==> src/logic/lvdc_pkg.sv <==
// constants and carrier types of the low-voltage detector control
`default_nettype none
package lvdc_pkg;
  // width of the stored detection level (upper nibble must stay zero)
  localparam int LEVEL_W = 4;
  // full width of the level select write port
  localparam int LEVEL_REG_W = 8;
  // value of the level select register after reset
  localparam logic [LEVEL_W-1:0] LEVEL_RST = 4'h0;
  // clock period and detector settling time
  localparam int CLK_PERIOD_NS = 8;
  localparam int STAB_TIME_US = 200;
  // settling time as cycles, a longest time so it rounds down
  localparam int STAB_CYC = (STAB_TIME_US * 1000) / CLK_PERIOD_NS;
  // width of the settling counter
  localparam int STAB_CNT_W = 16;

  // action on a detected low voltage
  typedef enum logic
  {
    LVDC_ACT_IRQ = 1'b0,
    LVDC_ACT_RESET = 1'b1
  } lvdc_action_e;

  // what the comparator watches
  typedef enum logic
  {
    LVDC_SRC_SUPPLY = 1'b0,
    LVDC_SRC_PIN = 1'b1
  } lvdc_source_e;

  // control register contents
  typedef struct packed
  {
    logic detector_enable;
    lvdc_action_e detect_action_mode;
    lvdc_source_e detect_source_select;
  } lvdc_ctrl_s;

  // control register value after reset
  localparam lvdc_ctrl_s CTRL_RST = '{1'b0, LVDC_ACT_IRQ, LVDC_SRC_SUPPLY};
endpackage
`default_nettype wire

==> src/logic/lvdc_core.sv <==
// low-voltage detector control: enable, source, level, flag and reset
`default_nettype none
// Summary of operation
// - disabling while supply low may still interrupt
// - source one compares the external pin
// - enabling the detector may set the flag
// - level write while running may set flag
// - pin source ignores the level setting
// - reset mode when voltage fine: no reset
// - enable zero means no detection at all
// - default start re-enables after reset release
// - warm reset with default start skips settling, detection unreliable
module lvdc_core #(
  parameter int STAB_CYCLES = lvdc_pkg::STAB_CYC,
  parameter int CNT_W = lvdc_pkg::STAB_CNT_W
) (
  input wire logic core_clk,
  input wire logic rst,
  input wire logic ctrl_wr,
  input wire lvdc_pkg::lvdc_ctrl_s ctrl_wdata,
  input wire logic level_wr,
  input wire logic [lvdc_pkg::LEVEL_REG_W-1:0] level_wdata,
  input wire logic detector_irq_mask,
  input wire logic irq_flag_clr,
  input wire logic default_start_disable,
  input wire logic warm_reset_cause,
  input wire logic supply_below,
  input wire logic pin_below,
  output logic detector_enable,
  output lvdc_pkg::lvdc_action_e detect_action_mode,
  output lvdc_pkg::lvdc_source_e detect_source_select,
  output logic [lvdc_pkg::LEVEL_W-1:0] supply_detect_level,
  output logic detect_valid,
  output logic detector_irq_flag,
  output logic detector_irq_request,
  output logic irq_pending,
  output logic internal_reset_req
);
  // stored control settings
  lvdc_pkg::lvdc_ctrl_s ctrl_r;
  // stored detection level for the supply comparator
  logic [lvdc_pkg::LEVEL_W-1:0] level_r;
  // low for the first cycle after reset release
  logic boot_done_r;
  // settling counter, saturates at its target
  logic [CNT_W-1:0] stab_cnt_r;
  // qualified detection and its previous value
  logic low_det;
  logic low_det_prev_r;
  // flag, request pulse and reset request
  logic irq_flag_r;
  logic irq_req_r;
  logic rst_req_r;
  // settling target at counter width
  logic [CNT_W-1:0] stab_target;
  // individual flag set causes
  logic set_on_enable;
  logic set_on_level_wr;
  logic set_on_disable;
  logic set_on_detect;
  logic irq_set;
  logic stable;
  logic sel_below;

  assign stab_target = CNT_W'(STAB_CYCLES);
  assign stable = (stab_cnt_r == stab_target);

  // first clock after release marks the start of the processor
  always_ff @(posedge core_clk or posedge rst)
  begin
    if (rst)
      boot_done_r <= 1'b0;
    else
      boot_done_r <= 1'b1;
  end

  // control register; the enable strap is caught after release
  always_ff @(posedge core_clk or posedge rst)
  begin
    if (rst)
      ctrl_r <= lvdc_pkg::CTRL_RST;
    else if (!boot_done_r)
      // default start turns the detector on whatever it was
      ctrl_r.detector_enable <= !default_start_disable;
    else if (ctrl_wr)
      ctrl_r <= ctrl_wdata;
  end

  // level register; only the low nibble is kept
  always_ff @(posedge core_clk or posedge rst)
  begin
    if (rst)
      level_r <= lvdc_pkg::LEVEL_RST;
    else if (level_wr)
      level_r <= level_wdata[lvdc_pkg::LEVEL_W-1:0];
  end

  // settling counter: a warm restart with default start skips it,
  // so early detections may be wrong until the analog part settles
  always_ff @(posedge core_clk or posedge rst)
  begin
    if (rst)
      stab_cnt_r <= '0;
    else if (!boot_done_r && !default_start_disable && warm_reset_cause)
      stab_cnt_r <= stab_target;
    else if (!ctrl_r.detector_enable)
      stab_cnt_r <= '0;
    else if (!stable)
      stab_cnt_r <= stab_cnt_r + CNT_W'(1);
  end

  // pick the comparator; the pin has a fixed level so level_r is unused
  always_comb
  begin
    case (ctrl_r.detect_source_select)
      lvdc_pkg::LVDC_SRC_PIN: sel_below = pin_below;
      lvdc_pkg::LVDC_SRC_SUPPLY: sel_below = supply_below;
      default: sel_below = 1'b0;
    endcase
  end

  // no detection while disabled or still settling
  assign low_det = ctrl_r.detector_enable && stable && sel_below;

  always_ff @(posedge core_clk or posedge rst)
  begin
    if (rst)
      low_det_prev_r <= 1'b0;
    else
      low_det_prev_r <= low_det;
  end

  // spurious set causes of the analog front end
  assign set_on_enable = boot_done_r && ctrl_wr &&
    ctrl_wdata.detector_enable && !ctrl_r.detector_enable;
  assign set_on_level_wr = level_wr && ctrl_r.detector_enable;
  assign set_on_disable = boot_done_r && ctrl_wr &&
    !ctrl_wdata.detector_enable && ctrl_r.detector_enable &&
    ctrl_r.detect_action_mode == lvdc_pkg::LVDC_ACT_IRQ &&
    ctrl_r.detect_source_select == lvdc_pkg::LVDC_SRC_SUPPLY &&
    supply_below;
  // a genuine falling voltage in interrupt mode
  assign set_on_detect = low_det && !low_det_prev_r &&
    ctrl_r.detect_action_mode == lvdc_pkg::LVDC_ACT_IRQ;
  assign irq_set = set_on_enable || set_on_level_wr ||
    set_on_disable || set_on_detect;

  // sticky flag: a set in the clearing cycle wins
  always_ff @(posedge core_clk or posedge rst)
  begin
    if (rst)
      irq_flag_r <= 1'b0;
    else if (irq_set)
      irq_flag_r <= 1'b1;
    else if (irq_flag_clr)
      irq_flag_r <= 1'b0;
  end

  // one-cycle request toward the interrupt controller
  always_ff @(posedge core_clk or posedge rst)
  begin
    if (rst)
      irq_req_r <= 1'b0;
    else
      irq_req_r <= irq_set;
  end

  // reset request follows the level, so selecting reset mode while
  // the voltage is fine gives nothing
  always_ff @(posedge core_clk or posedge rst)
  begin
    if (rst)
      rst_req_r <= 1'b0;
    else
      rst_req_r <= low_det &&
        ctrl_r.detect_action_mode == lvdc_pkg::LVDC_ACT_RESET;
  end

  assign detector_enable = ctrl_r.detector_enable;
  assign detect_action_mode = ctrl_r.detect_action_mode;
  assign detect_source_select = ctrl_r.detect_source_select;
  assign supply_detect_level = level_r;
  assign detect_valid = stable;
  assign detector_irq_flag = irq_flag_r;
  assign detector_irq_request = irq_req_r;
  // mask only gates the pending line, the flag still records
  assign irq_pending = irq_flag_r && !detector_irq_mask;
  assign internal_reset_req = rst_req_r;

  // checks next to the logic
  disable_low_irq_a: assert property (@(posedge core_clk) disable iff (rst)
    set_on_disable |=> detector_irq_request && detector_irq_flag)
    else $error("disable while supply low gave no request");
  pin_source_a: assert property (@(posedge core_clk) disable iff (rst)
    (detector_enable && stable &&
     detect_source_select == lvdc_pkg::LVDC_SRC_PIN && !pin_below)
    |-> !low_det)
    else $error("pin source detected without pin low");
  enable_set_a: assert property (@(posedge core_clk) disable iff (rst)
    (boot_done_r && ctrl_wr && ctrl_wdata.detector_enable &&
     !detector_enable) |=> detector_irq_flag)
    else $error("enabling did not set the flag");
  level_wr_flag_a: assert property (@(posedge core_clk) disable iff (rst)
    (level_wr && detector_enable) |=> detector_irq_flag)
    else $error("level write while running left flag clear");
  level_ignored_a: assert property (@(posedge core_clk) disable iff (rst)
    (detect_source_select == lvdc_pkg::LVDC_SRC_PIN && !pin_below)
    |=> !internal_reset_req)
    else $error("reset without pin low on pin source");
  no_reset_high_a: assert property (@(posedge core_clk) disable iff (rst)
    !sel_below |=> !internal_reset_req)
    else $error("reset while voltage above level");
  disabled_quiet_a: assert property (@(posedge core_clk) disable iff (rst)
    !detector_enable |=> !internal_reset_req && !low_det_prev_r)
    else $error("detection while disabled");
  default_start_a: assert property (@(posedge core_clk) disable iff (rst)
    (!boot_done_r && !default_start_disable) |=> detector_enable)
    else $error("default start did not enable");
  warm_skip_a: assert property (@(posedge core_clk) disable iff (rst)
    (!boot_done_r && !default_start_disable && warm_reset_cause)
    |=> detect_valid)
    else $error("warm restart still waiting to settle");
  mode_reset_a: assert property (@(posedge core_clk) disable iff (rst)
    (low_det && detect_action_mode == lvdc_pkg::LVDC_ACT_RESET)
    |=> internal_reset_req ##1 ($stable(detector_irq_flag) ||
    $past(irq_set) || $past(irq_flag_clr)))
    else $error("reset mode did not request reset");
endmodule
`default_nettype wire

==> config.mk <==
export PLATFORM = sky130hd
export DESIGN_NAME = lvdc_core
export DESIGN_NICKNAME = d
export VERILOG_FILES = /design/src/logic/lvdc_pkg.sv /design/src/logic/lvdc_core.sv
export SDC_FILE = /design/constraint.sdc
export NUM_CORES = 1
export LEC_CHECK = 0
export BUFFER_PORTS_ARGS = -buffer_cell sky130_fd_sc_hd__buf_2
export CAP_MARGIN = 25
export CORE_MARGIN = 3
export CORE_UTILIZATION = 52
export CTS_CLUSTER_DIAMETER = 60
export DETAILED_ROUTE_END_ITERATION = 7
export PLACE_DENSITY_LB_ADDON = 0.2
export SKIP_LAST_GASP = 1
export SYNTH_ARGS = -nofsm -noshare
export SYNTH_HDL_FRONTEND = slang
export SYNTH_SLANG_ARGS = --single-unit
==> constraint.sdc <==
create_clock -name core_clk -period 1.95 [get_ports core_clk]
set_input_delay 0.2925 -clock core_clk [delete_from_list [all_inputs] [get_ports core_clk]]
set_output_delay 0.2925 -clock core_clk [all_outputs]
set_load 0.05 [all_outputs]
## Yosys cells after proc, flatten, opt, wreduce, memory -nomap -nowiden

Index checks and enable logic that the tools add are counted.

- Bits in registers: 28
- Input port bits: 21
- Output and inout bits: 12

- Add/sub/neg operators: 1
- Equal/unequal tests: 3
- Mux-type cells: 8
- Bitwise logic cells: 2
- Reduce and logical (&&, ||, !) cells: 28

Operators with widths:

| operator | count |
|---|---|
| $mux W16 | 3 |
| $logic_and A1 B1 Y1 | 17 |
| $add A16 B1 Y16 const B | 1 |
| $eq A16 B15 Y1 const B | 1 |
| $logic_not A1 Y1 | 6 |
| $logic_or A1 B1 Y1 | 3 |
| $mux W1 | 3 |
| $mux W3 | 1 |
| $ne A3 B2 Y1 const B | 1 |
| $ne A2 B2 Y1 const B | 1 |
| $not A1 Y1 | 2 |
| $pmux W1 S2 | 1 |
| $reduce_and A2 Y1 | 1 |
| $reduce_bool A2 Y1 | 1 |

## Depth between registers and ports, before layout

- Word-level depth: 9
- Depth in mapped cells: 7
- Mapped depth without buffers: 7

## Worst setup path before layout

OpenSTA, ideal clock, no wires.

- Kind: register to register
- From: register stab_cnt_r[0]
- To: register irq_flag_r (netlist: detector_irq_flag)
- Setup time: 0.101 ns
- Arrival: 2.173 ns
- Required time: 1.849 ns
- Slack: -0.324 ns
- Cell stages (with the launch flop): 7
- Cells stage by stage: dfrtp_1 inv_1 ha_1 or3b_2 nor4_4 nand3_2 o311ai_2

- Word-level cells in the longest chain between the ends: 7

Ends and longest elaborated chain:

| what | RTL line | text |
|---|---|---|
| start, declared | lvdc_core.sv:46 | `logic [CNT_W-1:0] stab_cnt_r;` |
| start signal, assigned | lvdc_core.sv:105 | `stab_cnt_r <= stab_target;` |
| start signal, assigned | lvdc_core.sv:109 | `stab_cnt_r <= stab_cnt_r + CNT_W'(1);` |
| $eq A16 B15 Y1 (*) | lvdc_core.sv:66 | `assign stable = (stab_cnt_r == stab_target);` |
| via detect_valid | lvdc_core.sv:33 | `output logic detect_valid,` |
| $logic_and A1 B1 Y1 (*) (2 in a row) | lvdc_core.sv:123 | `assign low_det = ctrl_r.detector_enable && stable && sel_below;` |
| $logic_and A1 B1 Y1 (*) (2 in a row) | lvdc_core.sv:143 | `assign set_on_detect = low_det && !low_det_prev_r &&` |
| $logic_or A1 B1 Y1 (*) | lvdc_core.sv:146 | `set_on_disable \|\| set_on_detect;` |
| $mux W1 / $reduce_bool A2 Y1 (equally long branches) | -- |  |
| end signal, assigned | lvdc_core.sv:152 | `irq_flag_r <= 1'b0;` |
| end signal, assigned | lvdc_core.sv:154 | `irq_flag_r <= 1'b1;` |
| end signal, assigned | lvdc_core.sv:156 | `irq_flag_r <= 1'b0;` |
| end, declared | lvdc_core.sv:51 | `logic irq_flag_r;` |

The timed path passes the listed nets; every way through them passes the cells marked *.
A chain may end at the register's enable or synchronous reset.

## Worst setup path after layout

- From: register stab_cnt_r[4]
- To: output port detect_valid

- Word-level cells in the longest chain between the ends: 1

Ends and longest elaborated chain:

| what | RTL line |
|---|---|
| $eq A16 B15 Y1 | lvdc_core.sv:66 |
| end, declared | lvdc_core.sv:33 |

Every way passes these cells.

==> reports/metrics.yaml <==
status:
  status: "finished, violations left"
  violations: "negative setup slack"
floorplanning:
  dieArea_sq_um: 3230
  initial_core_util: 0.579
  io_pins: 33
  num_rows: 17
  core_area_sq_um: 2320
  die_h_microns: 56.8
  die_w_microns: 56.8
critical_path:
  r2r_start: "stab_cnt_r[4]$_DFFE_PP0P_"
  slowest_delay_ns: 0.54
  critPathMaxFanout: 4
  worstPathCellList: "or4b_4 -> nor4_4 -> buf_6"
  crit_start: "stab_cnt_r[4]$_DFFE_PP0P_"
  worstSetupEndpointType: "output pin"
  cp.buffers_inverters: 1
  criticalPathCategory: "reg -> out"
  crit_family: "simple AND/OR/NAND/NOR gates"
  critPathLaunchType: "register"
  slowest_stage: "or4b_4"
  cp.arrival_ns: 1.85
  cp.required_ns: 1.66
logic_synthesis:
  netlist_instances: 122
  syn_area_per_cell_sq_um: 11.0
  synth_warnings: 0
  yosysUniqueCellTypes: 30
  ys_seq_elements: 28
  synth_area_sq_um: 1340
  synth_nets: 145
  ys_seq_area_frac: 0.522
power_and_ir_drop:
  p_leak_nw: 0.740
  irDropWorstVdd_mv: 0.738
  total_power_mw: 1.31
  powerDensity_nw_per_um2: 786
clocking:
  htree_levels: 1
  clock-sinks: 28
  cts_buffers: 3
  clock_latency_ns: 0.33
  clk_pin_slew_worst_paths_ns: 0.15
  clock_path_buffers: 2
  cts_tree: "yes"
  cts_root_buffer: "clkbuf_4"
sta:
  skew_ns: 0.00632
  fmax_mhz: 466
  maxSlewHeadroom: 0.635
  fin_crit_ns: 2.14
  rsz0062_at_grt: "yes"
  period_share: 1.10
  setup_viol: 1
  finalHoldViolations: 0
  layout_setup_ws_ns: -0.195
  tightest_slew_ns: 0.543
  slew_viol_final: 0
routing:
  routed_via_density: 5.47
  drt-wirelength-per-cell_microns: 13.7
  vias: 1045
  drtPass1Iterations: 4
  initialDrtViolationCount: 24
  drc: 0
  routed_wirelength_mm: 2.63
  ant_nets: 0
global_route:
  antenna_found_initial: 0
  grt_pass1_wl_mm: 4.46
  grt_max_degree: 29
  overflow: 0
  track_usage: 0.177
  grt_pass1_vias: 976
layout:
  final_cells: 191
  layout.nets: 187
  syn_to_final_growth_pct: 24.4
  num_antenna_cells: 0
  drive_gt1_frac: 0.350
  final_common_cell: "dfrtp_1"
  top_register: "stab_cnt_r"
  fill_cells: 163
  largest_reg_flops: 16
  seq_area_sq_um: 701
  multi_input_area_sq_um: 632
  most-common-layout-cells: "dfrtp_1, buf_2, nor2_1, xnor2_1"
  final_util: 0.720
placed_design:
  dp_hpwl_mm: 1.92
  dp.cells: 185
  finalWeightedCongestion: 0.880
  pre_cts_slack_ns: 0.0391
  port_buffers: 28
job:
  drv_cap: 0
worst_hold_path:
  hp-class: "in -> reg"
  worstHoldStart: "default_start_disable"
-- what timing repair did --
action,4_1_cts,5_1_grt
resized for setup,2,3
setup endpoints to repair,1,5
pin swaps,0,2
endpoints found under the hold margin,28,0
buffers inserted,0,2
hold buffers,1,0
-- synthesized netlist by cell type, drive strengths merged --
master,count,area share
dfrtp,28,0.52
nor2,12,0.034
xnor2,12,0.078
inv,9,0.025
mux2,7,0.059
nand2,6,0.017
nand3,6,0.026
o21ai,6,0.022
nand4,4,0.019
nor3,4,0.015
nor4,4,0.030
a21oi,3,0.011
mux2i,3,0.022
or4b,3,0.025
ha,2,0.019
nand2b,2,0.0093
or3b,2,0.013
a31o,1,0.0065
and2,1,0.0047
conb,1,0.0028
nor2b,1,0.0047
nor3b,1,0.0056
o21bai,1,0.0056
o311ai,1,0.012
o31ai,1,0.0056
xor2,1,0.0065
-- worst reg2reg max path: cells and delay by family, from the launching register on --
| family | cells | cell delay (ns) |
|---|---|---|
| and+or+nand+nor | 3 | 0.98 |
| DFF | 1 | 0.44 |
| AOI/OAI and AO/OA | 1 | 0.24 |
| buffers and inverters | 1 | 0.21 |
-- power by group --
part | internal [mW] | switching, mW
sequential | 0.623 | 0.0470
combinational | 0.0958 | 0.167
clock | 0.208 | 0.172
total | 0.927 | 0.386
-- logic make-up after synthesis --
family / count (synthesis) / share of synthesized area
XOR/XNOR: 13 / 0.0848
buffers and inverters: 9 / 0.0252
adder cells (fa/ha/maj): 2 / 0.0186
AO/OA/AOI/OAI: 13 / 0.0634
AND/OR/NAND/NOR: 46 / 0.202
other: 1 / 0.00279
multiplexers: 10 / 0.0811
flip-flops: 28 / 0.522
-- path summary, 6_finish.rpt --
| kind | to | slack (ns) | cells after the start |
|---|---|---|---|
| worst max-delay path | detect_valid | -0.19 | 3 |
| max in group asynchronous | stab_cnt_r[11]$_DFFE_PP0P_ | 1.16 | 4 |
| worst min register to register | detector_enable$_DFFE_PP0P_ | 0.52 | 1 |
| min in group asynchronous | supply_detect_level[3]$_DFFE_PP0P_ | 0.53 | 4 |
| worst max register to register | detector_irq_flag$_DFFE_PP0P_ | 0 | 5 |
| worst min-delay path | detector_enable$_DFFE_PP0P_ | 0.12 | 2 |
-- metal layers --
layer  routed length (microns)  up-vias  track usage  part of all wire
met5                         0        -            0                 0
met4                        51        0       0.0695             0.019
met3                       109        5       0.0207             0.042
met2                      1260       28        0.287              0.48
met1                      1200      508        0.239              0.46
li1                          -      504            -                 -
-- per-stage QoR --
step                      hold WS [ns]  area [sq um]  setup TNS (ns)
after floorplan                  0.358          1350           -1.63
after global placement           0.369          1570               0
after detailed placement         0.369          1570               0
after CTS                        0.106          1640          -0.272
after global routing             0.122          1670          -0.327
final                            0.121          1670          -0.195
-- final cells by class --
type,count,share of cell area
sequential,28,0.419
clock inverter,1,0.0180
clock buffer,3,0.0135
inverter,9,0.0202
multi-input combinational,85,0.378
timing repair buffer,37,0.130
tap,28,0.0210
(Power assumes the default switching activity.)
